<file path="src/shared/tasl_regs.svh">
/*
 * Register map, field positions, reset values and filter depths of the
 * thermal alert and status logic.
 * Assumes inclusion by bare name from the design modules.
 */
`ifndef TASL_REGS_SVH
`define TASL_REGS_SVH

// ============================================================
// Command byte values
`define TASL_CMD_LOCAL_TEMP     8'h00
`define TASL_CMD_CONFIG         8'h01
`define TASL_CMD_LOCAL_HYST     8'h02
`define TASL_CMD_LOCAL_SET      8'h03
`define TASL_CMD_REMOTE_TEMP    8'h10
`define TASL_CMD_REMOTE_HYST    8'h12
`define TASL_CMD_REMOTE_SET     8'h13
`define TASL_CMD_CRITICAL_OUT_N_RELEASE   8'h22
`define TASL_CMD_CRITICAL_OUT_N_THRESH    8'h23

// ============================================================
// Config and status field positions
`define TASL_CFG_LOCAL_FLAG     7
`define TASL_CFG_REMOTE_FLAG    6
`define TASL_CFG_CRITICAL_OUT_N_FLAG      5
`define TASL_CFG_DEPTH_HI       4
`define TASL_CFG_DEPTH_LO       3
`define TASL_CFG_MASK           2
`define TASL_CFG_MODE           1
`define TASL_CFG_POWER_DOWN     0

// ============================================================
// Reset values
`define TASL_RST_TEMP           8'h00
`define TASL_RST_CONFIG         8'h00
`define TASL_RST_LOCAL_HYST     8'h4C
`define TASL_RST_LOCAL_SET      8'h51
`define TASL_RST_REMOTE_HYST    8'h5C
`define TASL_RST_REMOTE_SET     8'h61
`define TASL_RST_CRITICAL_OUT_N_RELEASE   8'h5C
`define TASL_RST_CRITICAL_OUT_N_THRESH    8'h61
`define TASL_UNMAPPED_DATA      8'h00

// ============================================================
// Filter depth codes and conversion counts
`define TASL_DEPTH_CODE_1       2'h0
`define TASL_DEPTH_CODE_2       2'h1
`define TASL_DEPTH_CODE_4       2'h2
`define TASL_DEPTH_CODE_6       2'h3
`define TASL_DEPTH_COUNT_1      3'h1
`define TASL_DEPTH_COUNT_2      3'h2
`define TASL_DEPTH_COUNT_4      3'h4
`define TASL_DEPTH_COUNT_6      3'h6
`define TASL_COUNT_MAX          3'h7

`endif

</file>
<file path="src/shared/tasl_pkg.sv">
/*
 * Types shared by the thermal alert and status logic.
 * Assumes compilation before the design modules.
 */
package tasl_pkg;

    // ============================================================
    // Carriers
    typedef struct packed {
        logic [1:0] event_filter_depth;
        logic       alert_mask;
        logic       mode;
        logic       power_down_bit;
    } tasl_cfg_t;

    typedef struct packed {
        logic [7:0] upper;
        logic [7:0] lower;
    } tasl_thr_t;

    typedef struct packed {
        logic high_event;
        logic low_event;
        logic over;
    } tasl_zone_t;

    // ============================================================
    // Which threshold a zone is waiting to cross next
    typedef enum logic {
        TASL_ARM_HIGH,
        TASL_ARM_LOW
    } tasl_arm_t;

endpackage

</file>
<file path="src/logic/tasl_top.sv">
/*
 * Event, status and alert logic of a two-zone temperature supervisor,
 * with its byte-wide register map selected by command byte.
 * Assumes the serial front end and the converter sequencer run on
 * REF_CLK_I and hand over one-cycle strobes; open-drain pins are
 * resolved outside from the enables.
 */
// Contract
// - Zone event sets flag regardless of mask
// - Alert drives only while mask is clear
// - Any register read releases interrupt-mode alert
// - Config read clears zone flags after return
// - Re-arm only after crossing opposite threshold
// - Shutdown releases interrupt-mode alert, clears zone flags
// - Remote crossings set remote flag, alert
// - Local crossings set local flag, alert
// - Remote above critical threshold asserts critical
// - Remote below release deasserts critical
// - Critical ignores mask and mode
// - Critical flag mirrors output, read-safe
// - Critical holds through shutdown
// - Diode fault sets critical and remote
// - Event needs filter-depth consecutive conversions
// - Repeated events collapse into one flag
// - Results read zero until first conversion or remote write
// - Power-up overtemperature flagged after filter
// - Two-bit depth code selects 1,2,4,6
// - Comparator alert follows hysteresis, ignores shutdown
// - Values and compares signed eight bit
`timescale 1ns/1ns
`include "tasl_regs.svh"

module tasl_top
    import tasl_pkg::*;
(
    input  wire logic       REF_CLK_I,
    input  wire logic       RESET_N_I,
    // Register access from the serial front end
    input  wire logic [7:0] REG_CMD_I,
    input  wire logic       REG_WR_I,
    input  wire logic [7:0] REG_WDATA_I,
    input  wire logic       REG_RD_I,
    output logic      [7:0] REG_RDATA_O,
    output logic            REG_RVALID_O,
    // Converter results
    input  wire logic       CONV_DONE_I,
    input  wire logic       CONV_REMOTE_I,
    input  wire logic [7:0] CONV_TEMP_I,
    input  wire logic       DIODE_FAULT_I,
    output logic            POWER_DOWN_O,
    // Open-drain outputs, pulled low while enabled
    output logic            ALERT_OUT_O,
    output logic            ALERT_OE_O,
    output logic            CRITICAL_OUT_O,
    output logic            CRITICAL_OE_O
);

    // ============================================================
    // Register storage
    logic [7:0] local_temp_result;
    logic [7:0] remote_temp_result;
    tasl_thr_t  local_thr;
    tasl_thr_t  remote_thr;
    tasl_thr_t  critical_out_n_thr;
    tasl_cfg_t  cfg;
    logic       local_event_flag;
    logic       remote_event_flag;
    logic       alert_pending;

    tasl_zone_t local_zone;
    tasl_zone_t remote_zone;
    tasl_zone_t critical_out_n_zone;

    // ============================================================
    // Command decode
    logic sel_local_temp;
    logic sel_config;
    logic sel_local_hyst;
    logic sel_local_set;
    logic sel_remote_temp;
    logic sel_remote_hyst;
    logic sel_remote_set;
    logic sel_critical_out_n_release;
    logic sel_critical_out_n_thresh;
    logic sel_mapped;

    always_comb begin
        sel_local_temp   = 1'b0;
        sel_config       = 1'b0;
        sel_local_hyst   = 1'b0;
        sel_local_set    = 1'b0;
        sel_remote_temp  = 1'b0;
        sel_remote_hyst  = 1'b0;
        sel_remote_set   = 1'b0;
        sel_critical_out_n_release = 1'b0;
        sel_critical_out_n_thresh  = 1'b0;
        if (REG_CMD_I == `TASL_CMD_LOCAL_TEMP) begin
            sel_local_temp = 1'b1;
        end else if (REG_CMD_I == `TASL_CMD_CONFIG) begin
            sel_config = 1'b1;
        end else if (REG_CMD_I == `TASL_CMD_LOCAL_HYST) begin
            sel_local_hyst = 1'b1;
        end else if (REG_CMD_I == `TASL_CMD_LOCAL_SET) begin
            sel_local_set = 1'b1;
        end else if (REG_CMD_I == `TASL_CMD_REMOTE_TEMP) begin
            sel_remote_temp = 1'b1;
        end else if (REG_CMD_I == `TASL_CMD_REMOTE_HYST) begin
            sel_remote_hyst = 1'b1;
        end else if (REG_CMD_I == `TASL_CMD_REMOTE_SET) begin
            sel_remote_set = 1'b1;
        end else if (REG_CMD_I == `TASL_CMD_CRITICAL_OUT_N_RELEASE) begin
            sel_critical_out_n_release = 1'b1;
        end else if (REG_CMD_I == `TASL_CMD_CRITICAL_OUT_N_THRESH) begin
            sel_critical_out_n_thresh = 1'b1;
        end
    end

    assign sel_mapped = sel_local_temp | sel_config | sel_local_hyst | sel_local_set
                      | sel_remote_temp | sel_remote_hyst | sel_remote_set
                      | sel_critical_out_n_release | sel_critical_out_n_thresh;

    // ============================================================
    // Access strobes
    logic any_read;
    logic config_read;
    logic config_write;
    logic power_down_entry;
    logic sample_local;
    logic sample_remote;

    assign any_read         = REG_RD_I & sel_mapped;
    assign config_read      = REG_RD_I & sel_config;
    assign config_write     = REG_WR_I & sel_config;
    assign power_down_entry = config_write & REG_WDATA_I[`TASL_CFG_POWER_DOWN]
                            & ~cfg.power_down_bit;

    // No conversions are accepted while powered down
    assign sample_local  = CONV_DONE_I & ~CONV_REMOTE_I & ~cfg.power_down_bit;
    assign sample_remote = CONV_DONE_I &  CONV_REMOTE_I & ~cfg.power_down_bit;

    // ============================================================
    // Configuration fields
    localparam logic [7:0] CFG_RESET = `TASL_RST_CONFIG;

    always_ff @(posedge REF_CLK_I or negedge RESET_N_I) begin
        if (!RESET_N_I) begin
            cfg <= tasl_cfg_t'(CFG_RESET[4:0]);
        end else if (config_write) begin
            cfg.event_filter_depth <= REG_WDATA_I[`TASL_CFG_DEPTH_HI:`TASL_CFG_DEPTH_LO];
            cfg.alert_mask         <= REG_WDATA_I[`TASL_CFG_MASK];
            cfg.mode               <= REG_WDATA_I[`TASL_CFG_MODE];
            cfg.power_down_bit     <= REG_WDATA_I[`TASL_CFG_POWER_DOWN];
        end
    end

    // ============================================================
    // Threshold registers
    always_ff @(posedge REF_CLK_I or negedge RESET_N_I) begin
        if (!RESET_N_I) begin
            local_thr.lower  <= `TASL_RST_LOCAL_HYST;
            local_thr.upper  <= `TASL_RST_LOCAL_SET;
            remote_thr.lower <= `TASL_RST_REMOTE_HYST;
            remote_thr.upper <= `TASL_RST_REMOTE_SET;
            critical_out_n_thr.lower   <= `TASL_RST_CRITICAL_OUT_N_RELEASE;
            critical_out_n_thr.upper   <= `TASL_RST_CRITICAL_OUT_N_THRESH;
        end else if (REG_WR_I) begin
            if (sel_local_hyst) begin
                local_thr.lower <= REG_WDATA_I;
            end else if (sel_local_set) begin
                local_thr.upper <= REG_WDATA_I;
            end else if (sel_remote_hyst) begin
                remote_thr.lower <= REG_WDATA_I;
            end else if (sel_remote_set) begin
                remote_thr.upper <= REG_WDATA_I;
            end else if (sel_critical_out_n_release) begin
                critical_out_n_thr.lower <= REG_WDATA_I;
            end else if (sel_critical_out_n_thresh) begin
                critical_out_n_thr.upper <= REG_WDATA_I;
            end
        end
    end

    // ============================================================
    // Temperature results
    always_ff @(posedge REF_CLK_I or negedge RESET_N_I) begin
        if (!RESET_N_I) begin
            local_temp_result <= `TASL_RST_TEMP;
        end else if (sample_local) begin
            local_temp_result <= CONV_TEMP_I;
        end
    end

    // Remote result is host-writable; a new conversion overrides it
    always_ff @(posedge REF_CLK_I or negedge RESET_N_I) begin
        if (!RESET_N_I) begin
            remote_temp_result <= `TASL_RST_TEMP;
        end else if (sample_remote) begin
            remote_temp_result <= CONV_TEMP_I;
        end else if (REG_WR_I && sel_remote_temp) begin
            remote_temp_result <= REG_WDATA_I;
        end
    end

    // ============================================================
    // Zone and critical filters, fed the value being stored
    tasl_zone_filter u_local_filter (
        .clk_i        (REF_CLK_I),
        .reset_n_i    (RESET_N_I),
        .sample_i     (sample_local),
        .temp_i       (CONV_TEMP_I),
        .force_high_i (1'b0),
        .thr_i        (local_thr),
        .depth_i      (cfg.event_filter_depth),
        .zone_o       (local_zone)
    );

    tasl_zone_filter u_remote_filter (
        .clk_i        (REF_CLK_I),
        .reset_n_i    (RESET_N_I),
        .sample_i     (sample_remote),
        .temp_i       (CONV_TEMP_I),
        .force_high_i (DIODE_FAULT_I),
        .thr_i        (remote_thr),
        .depth_i      (cfg.event_filter_depth),
        .zone_o       (remote_zone)
    );

    tasl_zone_filter u_critical_out_n_filter (
        .clk_i        (REF_CLK_I),
        .reset_n_i    (RESET_N_I),
        .sample_i     (sample_remote),
        .temp_i       (CONV_TEMP_I),
        .force_high_i (DIODE_FAULT_I),
        .thr_i        (critical_out_n_thr),
        .depth_i      (cfg.event_filter_depth),
        .zone_o       (critical_out_n_zone)
    );

    // ============================================================
    // Zone status flags
    // Comparator mode flags heat only; interrupt mode flags both ways
    logic local_set;
    logic remote_set;
    logic flag_clear;

    assign local_set  = local_zone.high_event  | (cfg.mode & local_zone.low_event);
    assign remote_set = remote_zone.high_event | (cfg.mode & remote_zone.low_event);
    assign flag_clear = config_read | power_down_entry;

    // Set wins over a clear in the same cycle; no count is kept
    always_ff @(posedge REF_CLK_I or negedge RESET_N_I) begin
        if (!RESET_N_I) begin
            local_event_flag <= 1'b0;
        end else if (local_set) begin
            local_event_flag <= 1'b1;
        end else if (flag_clear) begin
            local_event_flag <= 1'b0;
        end
    end

    always_ff @(posedge REF_CLK_I or negedge RESET_N_I) begin
        if (!RESET_N_I) begin
            remote_event_flag <= 1'b0;
        end else if (remote_set) begin
            remote_event_flag <= 1'b1;
        end else if (flag_clear) begin
            remote_event_flag <= 1'b0;
        end
    end

    // ============================================================
    // Alert: latched request in interrupt mode
    logic any_zone_event;
    logic alert_level;

    assign any_zone_event = local_zone.high_event | local_zone.low_event
                          | remote_zone.high_event | remote_zone.low_event;

    always_ff @(posedge REF_CLK_I or negedge RESET_N_I) begin
        if (!RESET_N_I) begin
            alert_pending <= 1'b0;
        end else if (cfg.mode && any_zone_event && !cfg.alert_mask) begin
            alert_pending <= 1'b1;
        end else if (any_read || power_down_entry || !cfg.mode) begin
            alert_pending <= 1'b0;
        end
    end

    // Comparator mode tracks the zone state, which shutdown leaves alone
    always_comb begin
        if (cfg.mode) begin
            // Mask also hides an alert latched before it was set
            alert_level = alert_pending & ~cfg.alert_mask;
        end else begin
            alert_level = ~cfg.alert_mask & (local_zone.over | remote_zone.over);
        end
    end

    // ============================================================
    // Read path: data is captured before the config read clears flags
    logic [7:0] read_mux;

    always_comb begin
        read_mux = `TASL_UNMAPPED_DATA;
        if (sel_local_temp) begin
            read_mux = local_temp_result;
        end else if (sel_config) begin
            read_mux = {local_event_flag, remote_event_flag, critical_out_n_zone.over,
                        cfg.event_filter_depth, cfg.alert_mask, cfg.mode,
                        cfg.power_down_bit};
        end else if (sel_local_hyst) begin
            read_mux = local_thr.lower;
        end else if (sel_local_set) begin
            read_mux = local_thr.upper;
        end else if (sel_remote_temp) begin
            read_mux = remote_temp_result;
        end else if (sel_remote_hyst) begin
            read_mux = remote_thr.lower;
        end else if (sel_remote_set) begin
            read_mux = remote_thr.upper;
        end else if (sel_critical_out_n_release) begin
            read_mux = critical_out_n_thr.lower;
        end else if (sel_critical_out_n_thresh) begin
            read_mux = critical_out_n_thr.upper;
        end
    end

    always_ff @(posedge REF_CLK_I or negedge RESET_N_I) begin
        if (!RESET_N_I) begin
            REG_RDATA_O  <= `TASL_UNMAPPED_DATA;
            REG_RVALID_O <= 1'b0;
        end else begin
            REG_RVALID_O <= REG_RD_I;
            if (REG_RD_I) begin
                REG_RDATA_O <= read_mux;
            end
        end
    end

    // ============================================================
    // Pins
    // Critical path is independent of mask and mode by construction
    assign CRITICAL_OE_O  = critical_out_n_zone.over;
    assign CRITICAL_OUT_O = 1'b0;
    assign ALERT_OE_O     = alert_level;
    assign ALERT_OUT_O    = 1'b0;
    assign POWER_DOWN_O   = cfg.power_down_bit;

endmodule

</file>
<file path="src/logic/tasl_zone_filter.sv">
/*
 * One threshold pair with its consecutive-conversion filter and
 * high/low arming state; used per zone and for the critical function.
 * Assumes sample_i pulses once per completed conversion of its zone.
 */
`timescale 1ns/1ns
`include "tasl_regs.svh"

module tasl_zone_filter
    import tasl_pkg::*;
(
    input  wire logic       clk_i,
    input  wire logic       reset_n_i,
    input  wire logic       sample_i,
    input  wire logic [7:0] temp_i,
    input  wire logic       force_high_i,
    input  wire tasl_thr_t  thr_i,
    input  wire logic [1:0] depth_i,
    output tasl_zone_t      zone_o
);

    // ============================================================
    // Comparison and filtering
    logic       hi_cond;
    logic       lo_cond;
    logic [2:0] hi_cnt;
    logic [2:0] lo_cnt;
    logic [2:0] next_hi_cnt;
    logic [2:0] next_lo_cnt;
    logic [2:0] need;
    tasl_arm_t  arm;

    // Signed compares; a faulty diode counts as hot whatever it reads
    assign hi_cond = force_high_i | ($signed(temp_i) > $signed(thr_i.upper));
    assign lo_cond = ~force_high_i & ($signed(temp_i) < $signed(thr_i.lower));

    always_comb begin
        case (depth_i)
            `TASL_DEPTH_CODE_1: need = `TASL_DEPTH_COUNT_1;
            `TASL_DEPTH_CODE_2: need = `TASL_DEPTH_COUNT_2;
            `TASL_DEPTH_CODE_4: need = `TASL_DEPTH_COUNT_4;
            default:            need = `TASL_DEPTH_COUNT_6;
        endcase
    end

    assign next_hi_cnt = (hi_cnt == `TASL_COUNT_MAX) ? hi_cnt : hi_cnt + 3'h1;
    assign next_lo_cnt = (lo_cnt == `TASL_COUNT_MAX) ? lo_cnt : lo_cnt + 3'h1;

    always_ff @(posedge clk_i or negedge reset_n_i) begin
        if (!reset_n_i) begin
            hi_cnt <= 3'h0;
            lo_cnt <= 3'h0;
        end else if (sample_i) begin
            hi_cnt <= hi_cond ? next_hi_cnt : 3'h0;
            lo_cnt <= lo_cond ? next_lo_cnt : 3'h0;
        end
    end

    // ============================================================
    // Arming: high armed from reset so power-up heat is caught
    always_ff @(posedge clk_i or negedge reset_n_i) begin
        if (!reset_n_i) begin
            arm             <= TASL_ARM_HIGH;
            zone_o          <= '0;
        end else begin
            zone_o.high_event <= 1'b0;
            zone_o.low_event  <= 1'b0;
            if (sample_i) begin
                case (arm)
                    TASL_ARM_HIGH: begin
                        if (hi_cond && next_hi_cnt >= need) begin
                            arm               <= TASL_ARM_LOW;
                            zone_o.high_event <= 1'b1;
                            zone_o.over       <= 1'b1;
                        end
                    end
                    default: begin
                        if (lo_cond && next_lo_cnt >= need) begin
                            arm              <= TASL_ARM_HIGH;
                            zone_o.low_event <= 1'b1;
                            zone_o.over      <= 1'b0;
                        end
                    end
                endcase
            end
        end
    end

endmodule

</file>
<file path="config.mk">
export PLATFORM = sky130hd
export DESIGN_NAME = tasl_top
export DESIGN_NICKNAME = d
export VERILOG_FILES = /design/src/shared/tasl_pkg.sv /design/src/logic/tasl_top.sv /design/src/logic/tasl_zone_filter.sv
export VERILOG_INCLUDE_DIRS = /design/src /design/src/shared
export SDC_FILE = /design/constraint.sdc
export NUM_CORES = 1
export LEC_CHECK = 0
export BUFFER_PORTS_ARGS = -buffer_cell sky130_fd_sc_hd__buf_4
export CAP_MARGIN = 20
export CELL_PAD_IN_SITES_DETAIL_PLACEMENT = 0
export CELL_PAD_IN_SITES_GLOBAL_PLACEMENT = 1
export CORE_ASPECT_RATIO = 1.5
export CORE_MARGIN = 2
export CORE_UTILIZATION = 45
export DETAILED_ROUTE_END_ITERATION = 16
export GPL_ROUTABILITY_DRIVEN = 1
export PLACE_DENSITY_LB_ADDON = 0.1
export SLEW_MARGIN = 0
export SYNTH_ARGS = -nofsm -noshare
export SYNTH_HDL_FRONTEND = slang
export SYNTH_SLANG_ARGS = --single-unit
</file>
<file path="constraint.sdc">
create_clock -name REF_CLK_I -period 3.8 [get_ports REF_CLK_I]
set_input_delay 0.19 -clock REF_CLK_I [delete_from_list [all_inputs] [get_ports REF_CLK_I]]
set_output_delay 0.19 -clock REF_CLK_I [all_outputs]
set_load 0.005 [all_outputs]
</file>
After elaboration in Yosys (flattened, before gate mapping):

Cells that the tools add are included.
W data, S select, Z words.

* equal/unequal tests: 19
* muxes and demuxes: 99
* reductions and logical operators: 31
* bitwise operators: 41
* add/subtract/negate cells: 6
* order comparisons: 12

Operators by type and width (number)
* $mux W8: 11
* $mux W1: 71
* $mux W3: 14
* $eq A8 B5 Y1 const B: 3
* $gt A8 B8 Y1: 3
* $lt A8 B8 Y1: 3
* $add A3 B1 Y3 const B: 6
* $eq A3 B3 Y1 const B: 6
* $ge A3 B3 Y1: 6
* $or A1 B1 Y1: 17
* $eq A8 B2 Y1 const B: 2
* $eq A8 B6 Y1 const B: 2
* $and A1 B1 Y1: 15
* $reduce_bool A2 Y1: 7
* $reduce_and A3 Y1: 4
* $logic_and A1 B1 Y1: 9
* $not A1 Y1: 9
* $pmux W3 S3: 1
* $eq A8 B1 Y1 const B: 1
* $logic_not A8 Y1: 1
* $reduce_and A7 Y1: 1
* $ne A2 B2 Y1 const B: 3
* $reduce_and A6 Y1: 1
* $reduce_and A5 Y1: 1
* other kinds (8): 11

* logic and storage cells: 241
* flip-flop bits (word level): 109

Depth between registers and ports, before layout:

Gate-level depths: netlist of run 1.

* depth after elaboration: 19
* mapped depth: 9
* mapped depth without buffers: 9

Cells and area by module:

A second synthesis of run 1 with hierarchy kept.

* cells, all modules: 698
* area total of the unflattened synthesis: 7096.8 µm²

Modules (own cells, without submodules)
* tasl_top: instances 1, area each 4056.4 µm², seq. area each 2052.0 µm², cells each 350
* tasl_zone_filter: instances 3, area each 1013.5 µm², seq. area each 250.2 µm², cells each 116

Worst setup path before layout of run 1:

Ideal clock, no wire load.

* path kind: reg-to-reg
* from: register cfg, in the netlist POWER_DOWN_O
* to: register u_local_filter.zone_o[0] (netlist name)
* setup slack: 1751 ps
* arrival: 1921 ps
* stages on the path, launching flop included: 8
* library setup time: 127 ps
* path through: dfrtp_1 buf_6 or3b_1 buf_2 or4b_4 o21ai_4 and3_4 o22ai_2

* word-level cells in the longest chain between the ends: 3

RTL lines
* from (decl): RTL line tasl_top.sv:65 `tasl_cfg_t cfg;`
* from (signal assigned): RTL line tasl_top.sv:147 `cfg <= tasl_cfg_t'(CFG_RESET[4:0]);`
* $not A1 Y1: RTL line tasl_top.sv:138 `assign sample_local = CONV_DONE_I & ~CONV_REMOTE_I & ~cfg.power_down_bit;`
* $and A1 B1 Y1: RTL line tasl_top.sv:138
* $reduce_and A3 Y1 (no source line)
* to (decl): RTL line tasl_zone_filter.sv:19 `output tasl_zone_t zone_o`

Every way passes these cells.
A chain may end at the register's enable or synchronous reset.

Final worst setup path of run 1:

* from: register remote_thr[6] (netlist name)
* to: register u_remote_filter.zone_o[0] (netlist name)

* word-level cells in the longest chain between the ends: 5

RTL lines
* from (decl): RTL line tasl_top.sv:63 `tasl_thr_t remote_thr;`
* $lt A8 B8 Y1: RTL line tasl_zone_filter.sv:35 `assign lo_cond = ~force_high_i & ($signed(temp_i) < $signed(thr_i.lower));`
* $and A1 B1 Y1: RTL line tasl_zone_filter.sv:35
* $logic_and A1 B1 Y1: RTL line tasl_zone_filter.sv:78 `if (lo_cond && next_lo_cnt >= need) begin`
* $ne A2 B2 Y1 (no source line)
* $reduce_and A3 Y1 (no source line)
* to (decl): RTL line tasl_zone_filter.sv:19

Every way passes these cells.

==> run summary, run 1 <==
status = finished, final reports clean
Final min period = 2.74 ns
H-tree levels = 3
Worst path max stage delay = 0.80 ns
setup TNS = 0 ns
Root Driver = clkbuf_16
antenna-violating nets left = 0
Residual DRC = 0
VDD IR max = 0.000223 V
CP bufs+invs = 1
r2r setup slk = 1.06 ns
Slew Viols, Final = 0
Final setup viols = 0
dpl cell area = 7300 um2
drt first pass iters = 5
crit end category = register
ant diodes = 0
# rows = 55
CTS Buffer Depth = 2
number of port buffers = 42
Tightest Hold Check Type = in -> reg
number of synthesis warnings = 0
DP Cell Count = 903
post-synthesis sequential area ratio = 40.3%
grt met2 use = 43.9%
hold endpoint = REG_RVALID_O
Worst R2R End = u_remote_filter.zone_o[0]
Most Crowded Layer GR = met2
Layout Cells excl Fill = 920
vias in the first global route = 5421
met1 Use GR = 29.1%
clock sinks = 109
worst setup margin = 1.06 ns
Die Y = 155 um
asr flop ratio synth = 100%
global route total overflow = 0
Most used DFF post-synth = dfrtp_1
I/O Pins = 45
vias per inst = 5.75
Final #Nets = 816
share of cells above drive strength 1 = 21.5%
most common cell after layout, fill and taps aside = dfrtp_1
syn avg cell area = 9.98 um2
fmax = 0.365 GHz
drt first-iter violations = 312
initial antenna violation count = 0
PD cells = 393 nW/um2
Core ar. = 15000 um2
grt met3 use = 3.31%
Seq cells post-synth = 109
Slew @ Worst Pin = 0.892 ns
crit-path leading delay family = compound AO/OA/AOI/OAI gates
gpl congestion = 0.838
via count = 5288
min-delay src = REG_RD_I
DIE AREA = 16200 um2
Gate Count Post-Synth = 685
final period utilization = 72.1%
Worst Clk Skew = 0.00532 ns
first-pass GRT wire length = 30000 um
Worst EP required = 4.04 ns
Hold Path Depth = 1
Area growth syn-to-layout = 11.1%
worst rel slew slack = 39.0%
clk_lat worst skew = 0.36 ns
Leak Pwr = 3.47 nW
r2r worst-path depth = 8
CTS Buf Count = 9
most frequent cells in the layout = dfrtp_1, ha_1, nand2_1
hpwl dp = 14600 um
Routed WL per cell = 20.9 um
Worst Setup Start Kind = register
WL final = 19200 um
die span in x = 105 um
crit path max fanout = 6
Reg clk slew, reported paths = 0.08 ns
design area = 7590 um2
Place WS = 1.10 ns
Worst R2R Start = remote_thr[6]
largest net degree at the start of global routing = 60
Total GRT Usage = 24.5%
Initial Utilization = 45.6%
PostCTS Resize Cnt = 0
Crit Path Class = reg -> reg
hold slack final = 0.0945 ns
cell area after synthesis = 6830 um2
CTS tree = yes
Max-cap violations = 0
number of synthesized flops with an enable pin = 0
post-synth cell types = 74
CP max stage cell = a2111oi_0
final hold violation count = 0
RSZ-0062 raised after global routing = no
Critical Path, Cell by Cell = inv_1 > ha_1 > nand2b_1 > a2111oi_0 > o211ai_1 > nand2_1 > a31oi_1 > or2_1
crit path DAT = 2.98 ns
## layout make-up
type	count	area, um2
clock buffer	9	225
tap	199	249
clock inverter	7	58.8
fill	1457	7410
timing repair buffer	46	348
inverter	62	233
multi-input combinational	488	3730
sequential	109	2750
## cell families (layout without fill, tap and decap cells)
kind of cell    after synthesis  after routing  share of synthesized area [%]
simple gates                183            183                           13.2
compound gates              153            153                           15.0
flops                       109            109                           40.3
buf+inv                      89            124                           5.25
mux                          75             75                           12.8
fa+ha+maj                    69             69                           12.6
xor+xnor                      6              6                          0.769
other cells                   1              2                         0.0549
## sequential cells by signal, summed over array words and instances, names as in the netlist, 3 cells and up
signal	count
remote_temp_result	8
u_local_filter.lo_cnt	3
local_thr	16
u_remote_filter.lo_cnt	3
local_temp_result	8
u_local_filter.hi_cnt	3
critical_out_n_thr	16
remote_thr	16
u_critical_out_n_filter.hi_cnt	3
cfg	4
u_local_filter.zone_o	3
REG_RDATA_O	8
u_remote_filter.hi_cnt	3
u_critical_out_n_filter.lo_cnt	3
u_remote_filter.zone_o	3
## metrics by stage
step / total power [mW] / utilization (%)
floorplan: 1.84 / -
global placement: 2.05 / 48.6
detailed placement: 2.09 / 48.6
CTS: 3.02 / 50.6
global route: 3.17 / 50.6
finish: 2.99 / 50.6
## synth_stat cells, types with 4 or more instances
cell type	count	area, um2
a211oi_1	8	60.1
a21o_1	10	75.1
a21oi_1	29	145
a22o_1	4	35.0
a22oi_1	13	97.6
a31oi_1	8	50.1
and2_1	4	25.0
and3_1	4	25.0
buf_2	8	40.0
clkbuf_1	15	56.3
dfrtp_1	89	2230
dfstp_2	20	526
ha_1	69	863
inv_1	62	233
mux2_2	58	653
mux2i_1	13	130
mux4_2	4	90.1
nand2_1	67	251
nand2b_1	13	81.3
nand3_1	11	55.1
nand4_1	4	25.0
nor2_1	40	150
nor2b_1	11	68.8
nor3_1	8	40.0
o21ai_0	26	130
o21ai_1	5	25.0
o22ai_1	13	81.3
o31ai_1	4	30.0
or2_2	4	25.0
xnor2_1	5	43.8
## power breakdown
part           internal [mW]  switching [mW]  total (mW)
Clock                  0.456           0.472       0.929
Combinational          0.304           0.353       0.657
Sequential              1.29           0.107        1.40
Total                   2.05           0.932        2.99
## metal layers
metal	wire length [um]	part of all wire [%]	vias to the layer above
met1	7740	40	2617
met2	9940	52	128
met3	864	4.5	36
met4	703	3.7	0
li1	-	-	2507
met5	0	0	-
## repair_timing
item	CTS	global route
hold endpoints to repair	41	0
setup buffers	0	0
hold buffers	1	0
## worst max-delay path by stage
stage,to,from,cells past startpoint
final,u_remote_filter.zone_o[0],remote_thr[6],8
after global routing,u_remote_filter.zone_o[0],remote_thr[6],8
after CTS,u_remote_filter.zone_o[0],remote_thr[6],8
after detailed placement,REG_RDATA_O[6],REG_CMD_I[3],7
after global placement,u_remote_filter.zone_o[0],remote_thr[6],8
after floorplan,u_local_filter.zone_o[0],POWER_DOWN_O,7
Note: power is estimated with default switching activity, not from simulation.
==> inputs of run 2 (changes only) <==
Clock period 3.8 ns to 2.8 ns, I/O delays scaled along.
==> run 2 against run 1 <==
- critical endpoint is now u_critical_out_n_filter.zone_o[0]
- cell area rose by 1.3%
- clock power is 32% higher
- routed wire length fell by 1.9%
- sequential share of layout area decreased by 0.46 points
==> run summary, run 2 (synthesis gave the netlist of run 1 again) <==
vias per inst = 5.70
clk_lat worst skew = 0.36 ns
Final min period = 2.35 ns
WL final = 18900 um
NetSw = 1.23 mW
crit end category = register
Total GRT Usage = 24.1%
drt first pass iters = 6
Final #Nets = 830
final period utilization = 84.0%
Crit Path Class = reg -> reg
I/O Pins = 45
most common cell after layout, fill and taps aside = dfrtp_1
M1 wire length = 8110 um
fmax = 0.425 GHz
most frequent cells in the layout = dfrtp_1, ha_1, nand2_1
number of port buffers = 42
PD cells = 526 nW/um2
RSZ-0062 raised after global routing = no
CTS Buf Count = 9
global route total overflow = 0
Slew @ Worst Pin = 0.743 ns
VDD IR max = 0.000294 V
FILL cells = 1398
share of cells above drive strength 1 = 22.9%
H-tree levels = 3
Slew Viols, Final = 0
crit path DAT = 2.60 ns
Layout Cells excl Fill = 934
Max-cap violations = 0
postcts setup bufs = 0
Post-CTS Hold Fix Bufs = 1
DP Cell Count = 917
hpwl dp = 14200 um
crit path max fanout = 4
drt first-iter violations = 315
Tightest Hold Check Type = in -> reg
Initial Utilization = 45.6%
worst rel slew slack = 50.5%
P_int = 2.81 mW
initial antenna violation count = 0
PostCTS Resize Cnt = 0
CTS Buffer Depth = 2
gpl congestion = 0.857
largest net degree at the start of global routing = 53
clock sinks = 109
antenna-violating nets left = 0
Die Y = 155 um
Final setup viols = 0
setup TNS = 0 ns
met2 routed WL = 9520 um
die span in x = 105 um
Routed WL per cell = 20.2 um
Core ar. = 15000 um2
via count = 5321
status = finished, final reports clean
Reg clk slew, reported paths = 0.07 ns
Met3 Wirelength = 637 um
Area growth syn-to-layout = 12.5%
top routing layer used = met4
Comb pwr share = 22.5%
Root Driver = clkbuf_16
Leak Pwr = 3.53 nW
Worst Clk Skew = 0.00830 ns
final hold violation count = 0
DIE AREA = 16200 um2
first-pass GRT wire length = 30000 um
vias in the first global route = 5514
Residual DRC = 0
CTS tree = yes
sequential group share of total power = 47.0%
Largest regs = critical_out_n_thr: 16 flops, local_thr: 16 flops, remote_thr: 16 flops
ant diodes = 0
Worst EP required = 3.05 ns
# rows = 55
Sw Ratio = 30.4%
Worst Setup Start Kind = register
power share of the clock group = 30.5%
-- run 2: final timing paths --
path,from,end,slack (ns),cells after the start
min in group asynchronous,RESET_N_I,POWER_DOWN_O,0.39,2
worst max register to register,critical_out_n_thr[2],u_critical_out_n_filter.zone_o[0],0.45,8
worst min-delay path,REG_RD_I,REG_RVALID_O,0.05,1
worst max-delay path,critical_out_n_thr[2],u_critical_out_n_filter.zone_o[0],0.45,8
worst min register to register,local_temp_result[0],local_temp_result[0],0.49,2
max in group asynchronous,RESET_N_I,local_thr[14],1.52,3
-- run 2: cell type report --
type	count	area, um2	share of cell area [%]
clock buffer	11	243	3.16
clock inverter	5	33.8	0.439
inverter	62	233	3.03
multi-input combinational	488	3730	48.5
sequential	109	2750	35.8
tap	199	249	3.24
timing repair buffer	60	453	5.89
-- run 2: metrics by stage --
stage	cell area, um2	power (mW)	hold WS (ns)	util, %	worst slack, ns
after floorplan	6840	2.49	-0.156	-	0.751
after CTS	7690	4.08	0.0414	51.3	0.434
after global routing	7690	4.29	0.0490	51.3	0.219
after global placement	7400	2.79	0.235	49.3	0.433
final	7690	4.04	0.0541	51.3	0.448
after detailed placement	7400	2.84	0.242	49.3	0.441
-- run 2: power groups by stage --
stage,logic (mW),clock network (mW),registers [mW]
finish,0.909,1.23,1.90
global route,1.04,1.32,1.92
CTS,0.922,1.26,1.90
detailed placement,0.914,0,1.93
global placement,0.878,0,1.92
floorplan,0.615,0,1.88
-- run 2: per-layer routing --
layer,up-vias,global-route usage (%)
met5,-,0
met4,0,8.57
met3,33,3.27
met2,121,42.1
met1,2622,30.5
li1,2545,-
-- run 2: worst max-delay path, stage by stage (launching register included) --
cell,delay [ns]
dfstp_2,0.54
inv_1,0.04
ha_1,0.28
a21oi_1,0.14
o21ai_0,0.11
a2111oi_0,0.48
o21ai_0,0.26
a21o_1,0.22
o22a_1,0.19
==> inputs of run 3 (changes only) <==
Settings changed: ABC_AREA from default to 1, CORE_UTILIZATION 45 to 42.
Clock period 2.8 ns to 2.1 ns, I/O delays scaled along.
==> run 3 against run 2 <==
- utilization fell by 2.1 points
- count of clock-buffer cells in the layout fell by 1
- non-clock buffer count rose by 4
- largest cell class unchanged
- sequential power rose by 25%
- highest routed layer unchanged
==> run summary, run 3 <==
status = finished, final reports clean
Setup crit start = u_local_filter.hi_cnt[1]
VDD IR max = 0.000413 V
Worst R2R Start = u_local_filter.hi_cnt[1]
crit-path leading delay family = adder cells
number of port buffers = 42
ant diodes = 0
dpl cell area = 7510 um2
Residual DRC = 0
RSZ-0062 raised after global routing = yes
Leak Pwr = 3.83 nW
largest family of logic cells by synthesized area = simple AND/OR/NAND/NOR gates
DP Cell Count = 1126
final hold violation count = 0
vias per inst = 5.17
antenna-violating nets left = 0
crit end category = register
initial antenna violation count = 0
largest net degree at the start of global routing = 42
Worst Setup Start Kind = register
WL final = 18700 um
die span in x = 109 um
design area = 7950 um2
first-pass GRT wire length = 30500 um
crit path max fanout = 3
hold slack final = 0.0357 ns
CTS tree = yes
Initial Utilization = 42.8%
Routed WL per cell = 16.2 um
Area growth syn-to-layout = 14.6%
share of cells above drive strength 1 = 16.3%
Worst EP required = 2.33 ns
Reg area = 2750 um2
Layout Cells excl Fill = 1150
vias in the first global route = 6035
Slew Viols, Final = 0
area of the multi-input gates = 3660 um2
most frequent cells in the layout = nand2_1, inv_1, dfrtp_1
PD cells = 622 nW/um2
post-synth cell types = 43
Final #Nets = 1039
Die Y = 161 um
gpl congestion = 0.840
CTS Buf Count = 9
area leader, netlist = dfrtp_1
Most used DFF post-synth = dfrtp_1
synth cell count leaders = nand2_1, inv_1, dfrtp_1, o21ai_0, ha_1
adder-cell share of the synthesized area = 12.4%
drt first pass iters = 4
number of synthesis warnings = 0
FILL cells = 1620
Synth area leaders = dfrtp_1, nand2_1, ha_1
syn avg cell area = 7.86 um2
Seq cells post-synth = 109
number of synthesized flops with an enable pin = 0
CP max stage cell = dfrtp_1
Tightest Hold Check Type = in -> reg
Slew @ Worst Pin = 0.624 ns
hpwl dp = 14300 um
worst rel slew slack = 58.0%
XOR/XNOR Fraction of Synth Area = 0.758%
asr flop ratio synth = 100%
compound-gate portion of the synthesized area = 13.6%
Crit Path Class = reg -> reg
fmax = 0.500 GHz
cell area after synthesis = 6940 um2
Reg clk slew, reported paths = 0.08 ns
mux cell area share after synthesis = 0.162%
Critical Path, Cell by Cell = ha_2 > nand2_2 > mux2_2 > ha_1 > a21oi_2 > nor2_1 > o21ai_1 > nand3b_1 > nand2_1
Final setup viols = 0
Core ar. = 16200 um2
min-delay src = REG_WDATA_I[7]
clock sinks = 109
CP bufs+invs = 0
DIE AREA = 17600 um2
Final min period = 2.00 ns
global route total overflow = 0
Worst path max stage delay = 0.41 ns
most common cell after layout, fill and taps aside = nand2_1
drt first-iter violations = 291
Total GRT Usage = 22.6%
Root Driver = clkbuf_16
final period utilization = 95.3%
via count = 5946
Worst Clk Skew = 0.0141 ns
H-tree levels = 3
Post-Synth Simple-Gate Area = 24.7%
top-count cell post-synth = nand2_1
clk_lat worst skew = 0.35 ns
Largest regs = critical_out_n_thr: 16 flops, local_thr: 16 flops, remote_thr: 16 flops
Max-cap violations = 0
I/O Pins = 45
# rows = 57
post-synthesis sequential area ratio = 39.7%
crit path DAT = 2.24 ns
CTS Buffer Depth = 2
post-synth top area share = 32.1%
Gate Count Post-Synth = 883
## run 3: cell count changes after synthesis, sizes merged, moves of 9 or more
cell and delta:
mux2 -57, o21ai +59, nand2b -13, mux2i -13
o22ai -9, inv +66, nand3 +28, a21oi +21
a22oi -13, nor2b -11, a21o -10, nand2 +195
nor2 +10
## run 3: metal layers
metal  track usage [%]  vias up  share of wire, %
li1                  -     2977                 -
met1              28.3     2835                43
met2              39.0       99                51
met3              2.70       35               2.6
met4              8.86        0               3.2
met5                 0        -                 0
## run 3: repair_timing
action,4_1_cts,5_1_grt
buffers inserted,1,0
hold endpoints to repair,34,0
resized for setup,1,24
endpoints found under the setup margin,1,10
pin swaps,0,2
hold buffers,7,0
## run 3: final timing paths
path	endpoint	slack [ns]	cells after the start
worst max-delay path	u_local_filter.zone_o[0]	0.1	9
worst min-delay path	remote_temp_result[7]	0.04	3
worst max register to register	u_local_filter.zone_o[0]	0.1	9
worst min register to register	remote_thr[14]	0.48	2
max in group asynchronous	u_remote_filter.hi_cnt[1]	1.00	3
min in group asynchronous	REG_RDATA_O[2]	0.25	2
## run 3: worst register-to-register path, stage by stage (launching register included)
cell and delay, ns:
dfrtp_1 0.41, ha_2 0.19, nand2_2 0.08, mux2_2 0.35, ha_1 0.29, a21oi_2 0.14
nor2_1 0.05, o21ai_1 0.12, nand3b_1 0.17, nand2_1 0.09
## run 3: kinds of logic (layout without fill, tap and decap cells)
family                     count (synthesis)  in the layout
muxes                                      1              1
AOI/OAI and AO/OA                        168            168
adders and majority gates                 69             69
DFF                                      109            109
and+or+nand+nor                          381            381
xor gates and xnor gates                   6              6
buffers and inverters                    148            208
other                                      1              2
## run 3: where the power goes
part	switching, mW	internal (mW)
sequential	0.105	2.27
combinational	0.511	0.348
clock	0.851	0.861
## run 3: layout make-up
cell class | count | area share [%]
inverter | 128 | 6.04
clock inverter | 6 | 0.677
clock buffer | 10 | 3.01
tap | 206 | 3.24
sequential | 109 | 34.6
multi-input combinational | 627 | 46.0
timing repair buffer | 64 | 6.42
## run 3: stage by stage
step / util [%] / power [mW] / TNS [ns] / worst slack (ns)
after floorplan: - / 2.93 / 0 / 0.217
after global placement: 46.4 / 3.21 / 0 / 0.0375
after detailed placement: 46.4 / 3.25 / 0 / 0.0228
after CTS: 48.7 / 4.98 / 0 / 0.0232
after global routing: 49.1 / 5.25 / -0.00540 / -0.00540
final: 49.1 / 4.95 / 0 / 0.0981
